File: src/pdc_pkg.sv
// Shared constants for the synthesizer divider configuration link.
// Assumes both ends are clocked by core_clk at 125 MHz.
package pdc_pkg;
   // ***********************************************
   // Word layout
   // ***********************************************
   localparam int WORD_W = 24;
   localparam int CTRL_W = 4;
   localparam logic [3:0] CTRL_MAIN = 4'h3;
   localparam logic [3:0] CTRL_AUX = 4'h5;
   localparam int CNT_SEL_BIT = 0;
   localparam logic CNT_SEL_VAL = 1'h0;
   localparam int MAIN_PD_BIT = 23;
   localparam int MAIN_PSEL_BIT = 22;
   localparam int REF_LSB = 16;
   localparam int REF_W = 6;
   localparam int FDEN_LSB = 4;
   localparam int FDEN_W = 12;
   localparam int FDEN_HI_W = 10;
   localparam int CNT_LSB = 13;
   localparam int CNT_W = 11;
   localparam int COARSE_W = 6;
   localparam int MID_W = 3;
   localparam int SWAL_W = 2;
   localparam int RATIO_W = 12;
   localparam int AUX_PD_BIT = 23;
   localparam int AUX_N_LSB = 4;
   localparam int AUX_N_W = 19;
   localparam int AUX_COARSE_W = 15;
   localparam int AUX_SWAL_W = 3;
   // ***********************************************
   // Divider constants and reset values
   // ***********************************************
   localparam logic [5:0] PRESC_SMALL = 6'h10;
   localparam logic [5:0] PRESC_LARGE = 6'h20;
   localparam logic [2:0] MID_WEIGHT = 3'h4;
   localparam logic [2:0] AUX_PRESC = 3'h0;
   localparam logic [5:0] REF_MIN = 6'h01;
   localparam logic MAIN_PD_RST = 1'h1;
   localparam logic AUX_PD_RST = 1'h1;
   // ***********************************************
   // Legal feedback counts
   // ***********************************************
   localparam logic [1:0] ORD2 = 2'h0;
   localparam logic [1:0] ORD3 = 2'h1;
   localparam logic [1:0] ORD4 = 2'h2;
   localparam int MAIN_BAND_END = 227;
   localparam int MAIN_FREE_MAX = 2039;
   localparam int MAIN_ORD23_MAX = 2043;
   localparam int MAIN_MAX = 2045;
   localparam int B2_LO [5] = '{97, 129, 161, 193, 225};
   localparam int B2_HI [5] = '{109, 145, 181, 217, 226};
   localparam int B3_LO [4] = '{99, 131, 163, 195};
   localparam int B3_HI [4] = '{107, 143, 179, 215};
   localparam int B4_LO [4] = '{103, 135, 167, 199};
   localparam int B4_HI [4] = '{103, 139, 175, 211};
   localparam int AUX_MIN = 24;
   localparam int AUX_FREE_MIN = 56;
   localparam int AUX_MAX = 262143;
   localparam int BA_LO [4] = '{24, 32, 40, 48};
   localparam int BA_HI [4] = '{27, 36, 45, 54};
   // ***********************************************
   // Serial timing
   // ***********************************************
   localparam int CLK_PERIOD_NS = 8;
   localparam int SER_HALF_NS = 40;
   localparam int SER_HALF_CYC =
      (SER_HALF_NS + CLK_PERIOD_NS - 1) / CLK_PERIOD_NS;
endpackage

File: src/pdc_if.sv
// Three-wire serial configuration link plus chip enable.
// Assumes the testbench joins the host and device ends through it.
`timescale 1ns/1ps
interface pdc_if;
   logic ser_clk;
   logic ser_data;
   logic ser_le;
   logic chip_en;
   modport host (output ser_clk, output ser_data, output ser_le,
      output chip_en);
   modport dev (input ser_clk, input ser_data, input ser_le,
      input chip_en);
endinterface

File: src/pdc_device.sv
// Device end: receives configuration words and decodes the dividers.
// Assumes link pins are synchronous to core_clk and change slowly
// enough that each serial clock level lasts at least one core cycle.
// Behaviour
// Host keeps large-prescaler main count at most 2045
// Second order low counts only in listed bands
// Third order low counts only in listed bands
// Fourth order low counts only in listed bands
// Main count splits coarse, middle, swallow fields
// Denominator low bits join externally held upper bits
// Reference divider takes values 1 through 63
// Select bit picks small or large prescaler
// Main power-down bit stops loop, pump floats
// Low chip enable forces main loop down
// Auto power-up overrides bit, else bit decides
// Aux field splits coarse and swallow counts
// Host avoids illegal small aux prescaler counts
// Ratio is base times coarse plus middle, swallow
// Aux power-down bit stops loop, pump floats
// Count write with auto power-up clears aux down
// Low control bits route word to register
// Main register field positions fixed
`timescale 1ns/1ps
module pdc_device (
   input wire logic core_clk,
   input wire logic nrst,
   pdc_if.dev link,
   input wire logic auto_powerup_on_write,
   input wire logic aux_small_prescaler,
   input wire logic [pdc_pkg::FDEN_HI_W-1:0] main_frac_den_upper,
   output logic [pdc_pkg::CNT_W-1:0] main_feedback_count,
   output logic [pdc_pkg::COARSE_W-1:0] main_coarse_count,
   output logic [pdc_pkg::MID_W-1:0] main_middle_count,
   output logic [pdc_pkg::SWAL_W-1:0] main_swallow_count,
   output logic [pdc_pkg::RATIO_W-1:0] main_divide_ratio,
   output logic main_prescaler_select,
   output logic [5:0] main_prescaler_base,
   output logic [pdc_pkg::REF_W-1:0] main_ref_divider,
   output logic main_ref_div_legal,
   output logic [pdc_pkg::FDEN_W+pdc_pkg::FDEN_HI_W-1:0]
      main_frac_denominator,
   output logic main_loop_powerdown,
   output logic main_loop_active,
   output logic main_cp_hiz,
   output logic aux_loop_powerdown,
   output logic aux_loop_active,
   output logic aux_cp_hiz,
   output logic [pdc_pkg::AUX_COARSE_W-1:0] aux_coarse_count,
   output logic [pdc_pkg::AUX_SWAL_W-1:0] aux_swallow_count,
   output logic [pdc_pkg::AUX_N_W-1:0] aux_divide_ratio,
   output logic word_taken
);
   import pdc_pkg::*;

   // ***********************************************
   // Layout checks
   // ***********************************************
   // The slices below only hold while the package layout stays consistent
   generate
      if (COARSE_W + MID_W + SWAL_W != CNT_W) begin : g_cnt_chk
         $error("Count subfields must fill the count field");
      end
      if (AUX_COARSE_W + AUX_SWAL_W != AUX_N_W - 1) begin : g_aux_chk
         $error("Aux subfields must leave one spare top bit");
      end
      if (FDEN_LSB + FDEN_W > REF_LSB) begin : g_fden_chk
         $error("Denominator field overlaps the reference divider");
      end
      if (REF_LSB + REF_W > MAIN_PSEL_BIT) begin : g_ref_chk
         $error("Reference divider overlaps the prescaler select");
      end
      if (CNT_LSB + CNT_W != WORD_W) begin : g_word_chk
         $error("Count field must end at the top of the word");
      end
   endgenerate

   // ***********************************************
   // State
   // ***********************************************
   typedef struct packed {
      logic prev_clk;
      logic prev_le;
      logic [WORD_W-1:0] shreg;
      logic [CNT_W-1:0] cnt;
      logic cnt_written;
      logic pd;
      logic psel;
      logic [REF_W-1:0] refdiv;
      logic [FDEN_W-1:0] fden_low;
      logic [FDEN_HI_W-1:0] fden_high;
      logic aux_pd;
      logic [AUX_N_W-1:0] aux_n;
      logic [RATIO_W-1:0] ratio;
      logic [AUX_N_W-1:0] aux_ratio;
      logic main_act;
      logic aux_act;
      logic taken;
   } pdc_dev_s;

   pdc_dev_s r;
   pdc_dev_s next_r;
   logic clk_rise;
   logic le_rise;
   logic [5:0] base;
   logic [RATIO_W-1:0] prod;
   logic [AUX_N_W-1:0] aux_prod;
   logic [AUX_COARSE_W-1:0] aux_c;

   // ***********************************************
   // Receive, route and decode
   // ***********************************************
   // Edges found against the previous sample; pins are already synchronous
   always_comb begin
      next_r = r;
      next_r.taken = 1'b0;
      next_r.prev_clk = link.ser_clk;
      next_r.prev_le = link.ser_le;
      // Upper denominator bits registered so the output comes from flops
      next_r.fden_high = main_frac_den_upper;
      clk_rise = link.ser_clk && !r.prev_clk;
      le_rise = link.ser_le && !r.prev_le;
      if (clk_rise) begin
         next_r.shreg = {r.shreg[WORD_W-2:0], link.ser_data};
      end
      if (le_rise) begin
         // Counter word is picked by its single select bit
         if (r.shreg[CNT_SEL_BIT] == CNT_SEL_VAL) begin
            next_r.cnt = r.shreg[CNT_LSB +: CNT_W];
            next_r.taken = 1'b1;
            if (auto_powerup_on_write) begin
               next_r.cnt_written = 1'b1;
               next_r.aux_pd = 1'b0;
            end
         end else if (r.shreg[CTRL_W-1:0] == CTRL_MAIN) begin
            next_r.pd = r.shreg[MAIN_PD_BIT];
            next_r.psel = r.shreg[MAIN_PSEL_BIT];
            next_r.refdiv = r.shreg[REF_LSB +: REF_W];
            next_r.fden_low = r.shreg[FDEN_LSB +: FDEN_W];
            next_r.taken = 1'b1;
         end else if (r.shreg[CTRL_W-1:0] == CTRL_AUX) begin
            next_r.aux_pd = r.shreg[AUX_PD_BIT];
            next_r.aux_n = r.shreg[AUX_N_LSB +: AUX_N_W];
            next_r.taken = 1'b1;
         end
      end
      // Prescaler base picked by the select bit
      base = next_r.psel ? PRESC_LARGE : PRESC_SMALL;
      // Ratio of the three counts; widest case 32*63+4*7+3 fits 12 bits
      prod = RATIO_W'(base) *
         RATIO_W'(next_r.cnt[CNT_W-1 -: COARSE_W]);
      next_r.ratio = prod +
         RATIO_W'(MID_WEIGHT) * RATIO_W'(next_r.cnt[SWAL_W +: MID_W]) +
         RATIO_W'(next_r.cnt[SWAL_W-1:0]);
      // Small aux prescaler: top field bit unused, 8 times coarse plus swallow
      aux_c = next_r.aux_n[AUX_SWAL_W +: AUX_COARSE_W];
      aux_prod = {1'b0, aux_c, AUX_PRESC};
      if (aux_small_prescaler) begin
         next_r.aux_ratio = aux_prod +
            AUX_N_W'(next_r.aux_n[AUX_SWAL_W-1:0]);
      end else begin
         next_r.aux_ratio = next_r.aux_n;
      end
      // Chip enable first, then auto power-up, then the bit
      next_r.main_act = link.chip_en &&
         ((auto_powerup_on_write && next_r.cnt_written) ||
         !next_r.pd);
      next_r.aux_act = link.chip_en && !next_r.aux_pd;
      if (!auto_powerup_on_write) begin
         next_r.cnt_written = 1'b0;
      end
   end

   // State register; both loops start powered down
   always_ff @(posedge core_clk or negedge nrst) begin
      if (!nrst) begin
         r <= '0;
         r.pd <= MAIN_PD_RST;
         r.aux_pd <= AUX_PD_RST;
      end else begin
         r <= next_r;
      end
   end

   // ***********************************************
   // Outputs
   // ***********************************************
   // Main count and its split fields
   assign main_feedback_count = r.cnt;
   assign main_coarse_count = r.cnt[CNT_W-1 -: COARSE_W];
   assign main_middle_count = r.cnt[SWAL_W +: MID_W];
   assign main_swallow_count = r.cnt[SWAL_W-1:0];
   assign main_divide_ratio = r.ratio;
   assign main_prescaler_select = r.psel;
   assign main_prescaler_base = r.psel ? PRESC_LARGE : PRESC_SMALL;
   assign main_ref_divider = r.refdiv;
   // Zero has no meaning as a divide value
   assign main_ref_div_legal = (r.refdiv >= REF_MIN);
   assign main_frac_denominator = {r.fden_high, r.fden_low};
   // Power state; a pump floats whenever its loop is down
   assign main_loop_powerdown = r.pd;
   assign main_loop_active = r.main_act;
   assign main_cp_hiz = !r.main_act;
   assign aux_loop_powerdown = r.aux_pd;
   assign aux_loop_active = r.aux_act;
   assign aux_cp_hiz = !r.aux_act;
   // Aux split count, meaningful with the small prescaler only
   assign aux_coarse_count = r.aux_n[AUX_SWAL_W +: AUX_COARSE_W];
   assign aux_swallow_count = r.aux_n[AUX_SWAL_W-1:0];
   assign aux_divide_ratio = r.aux_ratio;
   assign word_taken = r.taken;
endmodule

File: src/flat_wrapper.sv
// flat-port wrapper written by rule: the top's interface ports become plain ports
module pdc_device_flat import pdc_pkg::*;
  (core_clk, nrst, auto_powerup_on_write, aux_small_prescaler, main_frac_den_upper, main_feedback_count, main_coarse_count, main_middle_count, main_swallow_count, main_divide_ratio, main_prescaler_select, main_prescaler_base, main_ref_divider, main_ref_div_legal, main_frac_denominator, main_loop_powerdown, main_loop_active, main_cp_hiz, aux_loop_powerdown, aux_loop_active, aux_cp_hiz, aux_coarse_count, aux_swallow_count, aux_divide_ratio, word_taken, link_ser_clk, link_ser_data, link_ser_le, link_chip_en);
  pdc_if link_i ();
  input wire logic core_clk;
  input wire logic nrst;
  input wire logic auto_powerup_on_write;
  input wire logic aux_small_prescaler;
  input wire logic [pdc_pkg::FDEN_HI_W-1:0] main_frac_den_upper;
  output logic [pdc_pkg::CNT_W-1:0] main_feedback_count;
  output logic [pdc_pkg::COARSE_W-1:0] main_coarse_count;
  output logic [pdc_pkg::MID_W-1:0] main_middle_count;
  output logic [pdc_pkg::SWAL_W-1:0] main_swallow_count;
  output logic [pdc_pkg::RATIO_W-1:0] main_divide_ratio;
  output logic main_prescaler_select;
  output logic [5:0] main_prescaler_base;
  output logic [pdc_pkg::REF_W-1:0] main_ref_divider;
  output logic main_ref_div_legal;
  output logic [pdc_pkg::FDEN_W+pdc_pkg::FDEN_HI_W-1:0] main_frac_denominator;
  output logic main_loop_powerdown;
  output logic main_loop_active;
  output logic main_cp_hiz;
  output logic aux_loop_powerdown;
  output logic aux_loop_active;
  output logic aux_cp_hiz;
  output logic [pdc_pkg::AUX_COARSE_W-1:0] aux_coarse_count;
  output logic [pdc_pkg::AUX_SWAL_W-1:0] aux_swallow_count;
  output logic [pdc_pkg::AUX_N_W-1:0] aux_divide_ratio;
  output logic word_taken;
  input wire logic [$bits(link_i.ser_clk)-1:0] link_ser_clk;
  input wire logic [$bits(link_i.ser_data)-1:0] link_ser_data;
  input wire logic [$bits(link_i.ser_le)-1:0] link_ser_le;
  input wire logic [$bits(link_i.chip_en)-1:0] link_chip_en;
  assign link_i.ser_clk = link_ser_clk;
  assign link_i.ser_data = link_ser_data;
  assign link_i.ser_le = link_ser_le;
  assign link_i.chip_en = link_chip_en;
  pdc_device u_core (.core_clk(core_clk), .nrst(nrst), .link(link_i), .auto_powerup_on_write(auto_powerup_on_write), .aux_small_prescaler(aux_small_prescaler), .main_frac_den_upper(main_frac_den_upper), .main_feedback_count(main_feedback_count), .main_coarse_count(main_coarse_count), .main_middle_count(main_middle_count), .main_swallow_count(main_swallow_count), .main_divide_ratio(main_divide_ratio), .main_prescaler_select(main_prescaler_select), .main_prescaler_base(main_prescaler_base), .main_ref_divider(main_ref_divider), .main_ref_div_legal(main_ref_div_legal), .main_frac_denominator(main_frac_denominator), .main_loop_powerdown(main_loop_powerdown), .main_loop_active(main_loop_active), .main_cp_hiz(main_cp_hiz), .aux_loop_powerdown(aux_loop_powerdown), .aux_loop_active(aux_loop_active), .aux_cp_hiz(aux_cp_hiz), .aux_coarse_count(aux_coarse_count), .aux_swallow_count(aux_swallow_count), .aux_divide_ratio(aux_divide_ratio), .word_taken(word_taken));
endmodule
File: config.mk
export PLATFORM = sky130hd
export DESIGN_NAME = pdc_device_flat
export DESIGN_NICKNAME = d
export VERILOG_FILES = /design/src/pdc_pkg.sv /design/src/pdc_if.sv /design/src/pdc_device.sv /design/src/flat_wrapper.sv
export SDC_FILE = /design/constraint.sdc
export NUM_CORES = 1
export LEC_CHECK = 0
export CAP_MARGIN = 10
export CORE_UTILIZATION = 45
export DETAILED_ROUTE_END_ITERATION = 10
export DONT_BUFFER_PORTS = 1
export PLACE_DENSITY_LB_ADDON = 0.12
export RECOVER_POWER = 50
export SLEW_MARGIN = 20
export SYNTH_ARGS = -nofsm -noshare
export SYNTH_HDL_FRONTEND = slang
export SYNTH_SLANG_ARGS = --single-unit
File: constraint.sdc
create_clock -name core_clk -period 4.9 [get_ports core_clk]
set_clock_uncertainty 0.05 [all_clocks]
set_input_delay 0.49 -clock core_clk [delete_from_list [all_inputs] [get_ports core_clk]]
set_output_delay 0.49 -clock core_clk [all_outputs]
set_load 0.05 [all_outputs]
# Word-level counts from Yosys, hierarchy flattened
# Index checks and enable logic that the tools add are counted.
# word_totals
regBits	122
ram_bits	0
word_cells	56
output_inout_bits	114
inputBits	18
latch_bits	0
mem_count	0
mem_bits_ro	0
# op_classes
n_mux	19
reduce_logical	13
bitwise_logic	0
eq_ne	2
addsub	3
magnitude_cmp	1
shifts	0
n_mul	1
n_div	0
# ops
cell	n
2-to-1 mux 20 bit	5
2-to-1 mux 19 bit	2
2-to-1 mux 32 bit	1
adder 18 x 3 -> 19 bit	1
adder 12 x 2 -> 12 bit	1
adder 12 x 5 -> 12 bit	1
multiplier 6 x 6 -> 12 bit	1
2-to-1 mux 12 bit	1
2-to-1 mux 6 bit	2
2-to-1 mux 1 bit	8
greater-or-equal comparator 6 x 1 -> 1 bit (second input constant)	1
logical NOT 1 bit	6
logical AND 1 bit	5
equality test 4 x 2 -> 1 bit (second input constant)	1
equality test 4 x 3 -> 1 bit (second input constant)	1
AND reduction 3 bit	1
logical OR 1 bit	1

# Logic depth before layout (Yosys ltp)
# logic_depth
depth_word	8
depth_mapped	13
ltp_nobuf	12

# Least setup slack after synthesis
# OpenSTA, ideal clock, no wires.
# synth_timing
path_kind	input port to flip-flop
start	in link_ser_le
end	reg u_core.r, in the netlist u_core.main_divide_ratio[11]
path_buffers	0
setup_time_ps	122
setup_slack_ps	1889
path_stages	11
arrival_time_ps	2839
t_required_ps	4728
path_cell_list	nor3b_2 -> mux2i_1 -> nand3_1 -> o211a_1 -> ha_1 -> ha_1 -> ha_1 -> a31oi_1 -> nor2b_1 -> o21ai_0 -> nand2b_1
# synth_lines
item	line_no	text
from (decl)	flat_wrapper.sv:32	input wire logic [$bits(link_i.ser_le)-1:0] link_ser_le;
to (signal assigned)	pdc_device.sv:180	r <= next_r;
to (decl)	pdc_device.sv:100	pdc_dev_s r;

==> results.sh <==
export IMPL_synth_area_per_cell_um2=11.5
export IMPL_antenna_left=0
export IMPL_path_class="flip-flop to flip-flop"
export IMPL_p_leak_nw=2.21
export IMPL_pwr_density_cell_nw_per_um2=514
export IMPL_synth_cell_types=38
export IMPL_grt_max_degree=101
export IMPL_die_y_um=104
export IMPL_drc_errors=0
export IMPL_cts_tree="done"
export IMPL_fin_crit_sh_pct=72.7
export IMPL_std_cell_rows=36
export IMPL_dr_pass1_iters=4
export IMPL_n_fill_cell=967
export IMPL_drive_gt1_share_pct=21.0
export IMPL_dieWidth_um=104
export IMPL_rsz0062_at_grt="no"
export IMPL_clk_path_buf_depth=2
export IMPL_ir_worst_vdd_mv=0.183
export IMPL_grt_pass1_vias=2345
export IMPL_clock_latency_ns=0.36
export IMPL_maxCapViolations=1
export IMPL_ys_ff_latch=100
export IMPL_port_buffers=0
export IMPL_slowest_delay_ns=0.79
export IMPL_async_reset_ff_share_pct=100
export IMPL_die_area_um2=10900
export IMPL_status="finished, violations left"
export IMPL_cp_slowest_cell="and3b_1"
export IMPL_dpl_hpwl_um=4740
export IMPL_arrival_ns=3.76
export IMPL_syn_to_final_growth_pct=-9.18
export IMPL_num_nets_final=349
export IMPL_maxSlewViolCount=101
export IMPL_synth_yosys_seq_area_share_pct=53.3
export IMPL_antenna_found_initial=0
export IMPL_finalSetupViolCount=0
export IMPL_synthCells=410
export IMPL_p_total_mw=2.19
export IMPL_end_kind="flip-flop"
export IMPL_antenna_cells=0
export IMPL_period_minus_slack_ns=3.56
export IMPL_cts_sinks=100
export IMPL_synth_most_common_cell="buf_4"
export IMPL_worstPathMaxFanout=23
export IMPL_core_area_um2=9950
export IMPL_start_util_pct=47.2
export IMPL_clock_fmax_mhz=281
export IMPL_drt_total_wl_um=7500
export IMPL_synth_edff_count=0
export IMPL_cp_start_kind="flip-flop"
export IMPL_root_buffer="clkbuf_8"
export IMPL_finalSetupTns_ns=0
export IMPL_yosys_top_cells_count="104 x buf_4, 98 x dfrtp_1, 76 x nand2_1, 42 x mux2_2, 12 x ha_1"
export IMPL_cts_buffers=9
export IMPL_slew_headroom_pct=-62.9
export IMPL_via_count=2237
export IMPL_clkTransAtPathRegs_ns=0.09
export IMPL_worst_path_most_repeated_cell="ha_1"
export IMPL_hold_violations=0
export IMPL_worst_ep_required_time_ns=5.10
export IMPL_gr_usage_all_layers_pct=15.0
export IMPL_via_per_inst=4.89
export IMPL_worst_pin_slew_ns=2.44
export IMPL_place_congestion=0.712
export IMPL_io_pins=132
export IMPL_routed_wire_length_per_instance_um=16.4
export IMPL_holdWs_ns=0.101
export IMPL_syn_area_um2=4700
export IMPL_worstPathCellList="and4bb_1 > and3b_1 > o221ai_1 > o211a_1 > ha_1 > ha_1 > ha_1 > a31oi_1 > nor2b_1 > o21ai_0 > nand2b_1"
export IMPL_ys_flop_type="dfrtp_1"
export IMPL_holdCritPathClass="input port to flip-flop"
export IMPL_synth_top_area_share_pct=52.2
export IMPL_grt_pass1_wl_um=12400
export IMPL_violations="capacitance limit, slew limit"
export IMPL_drt_initial_drc_count=69
export IMPL_synth_top_area_cell="dfrtp_1"
export IMPL_post_cts_buffers=0
export IMPL_synth_area_leaders="dfrtp_1 52%, buf_4 17%, mux2_2 10%, nand2_1 6.1%, ha_1 3.2%"
export IMPL_yosys_warnings=0
export IMPL_grt_overflow_total=0
export IMPL_htreeDepth=3
[layout by cell type, fill, tap and decap left out, types with 2 or more instances in the layout]
cell	count
clkbuf_1	5
dfrtp_1	98
clkbuf_8	9
buf_4	5
inv_1	11
o21ai_0	6
nand2_1	76
mux2i_1	8
nor2_1	4
nor2b_1	2
xnor2_1	3
dfstp_2	2
conb_1	7
o211a_1	2
nand3_1	5
mux2_2	42
ha_1	12
nand3b_1	2
clkinvlp_4	3
[sequential cells by signal, summed over array words and instances, names as in the netlist, 3 cells and up]
register and flops:
u_core.r 28, u_core.main_ref_divider 6, u_core.main_frac_denominator 22, u_core.aux_swallow_count 3
u_core.main_divide_ratio 8, u_core.main_feedback_count 11, u_core.aux_coarse_count 15
[critical path: cells and delay by family (launching register included)]
kind | cells | cell delay, ns
AOI/OAI and AO/OA | 4 | 0.84
adders and majority gates | 3 | 0.91
DFF | 1 | 0.42
and+or+nand+nor | 4 | 1.23
[timing repair]
item,in CTS,in global routing
hold buffers,1,0
endpoints found under the hold margin,100,0
resized for setup,0,0
[final cells by class]
type | instances | area [um^2] | share of cell area [%]
clock inverter | 4 | 27.5 | 0.645
clock buffer | 12 | 135 | 3.17
tap | 133 | 166 | 3.90
timing repair buffer | 8 | 50.0 | 1.17
inverter | 12 | 45.0 | 1.06
sequential | 100 | 2500 | 58.7
multi-input combinational | 188 | 1340 | 31.4
[final timing paths]
kind	end	slack, ns	from	cells after the start
max in group asynchronous	u_core.r[120]$_DFF_PN0_	2.54	nrst	1
setup reg to reg	u_core.main_divide_ratio[11]$_DFF_PN0_	1.34	u_core.r[120]$_DFF_PN0_	11
hold / removal	u_core.main_frac_denominator[14]$_DFF_PN0_	0.10	main_frac_den_upper[2]	0
hold reg to reg	u_core.r[52]$_DFF_PN0_	0.47	u_core.r[52]$_DFF_PN0_	1
setup / recovery	u_core.main_divide_ratio[11]$_DFF_PN0_	1.34	u_core.r[120]$_DFF_PN0_	11
min in group asynchronous	u_core.main_frac_denominator[6]$_DFFE_PN0P_	0.81	nrst	1
[power by group]
group,internal (mW),total [mW],switching (mW)
sequential,0.957,1.43,0.478
clock,0.185,0.458,0.273
combinational,0.115,0.300,0.185
[per-stage QoR]
stage          setup slack, ns  area, um^2  cells  utilization (%)
2_1_floorplan             1.89        4720    416                -
3_3_place_gp              1.17        4100    440             41.2
3_5_place_dp              1.12        4100    440             41.2
4_1_cts                   1.13        4290    457             43.1
5_1_grt                   1.05        4270    457             42.9
6_report                  1.34        4270    457             42.9
[per-layer routing]
layer  vias up  track usage [%]  part of all wire [%]
met4         0             7.65                   1.8
met3        12             4.57                   6.6
li1       1043                -                     -
met5         -                0                     0
met2        75             23.6                    48
met1      1107             18.6                    44
[cells by family (layout without fill, tap and decap cells)]
logic type      after synthesis  after routing  synth area share [%]
compound gates               16             16                  2.37
xor+xnor                      4              4                 0.745
fa+ha+maj                    12             12                  3.19
buf+inv                     128             36                  18.9
flops                       100            100                  53.3
mux                          52             52                  12.5
other cells                   1              7                0.0798
simple gates                 97             97                  8.92
Power figures use the tool's default switching activity.
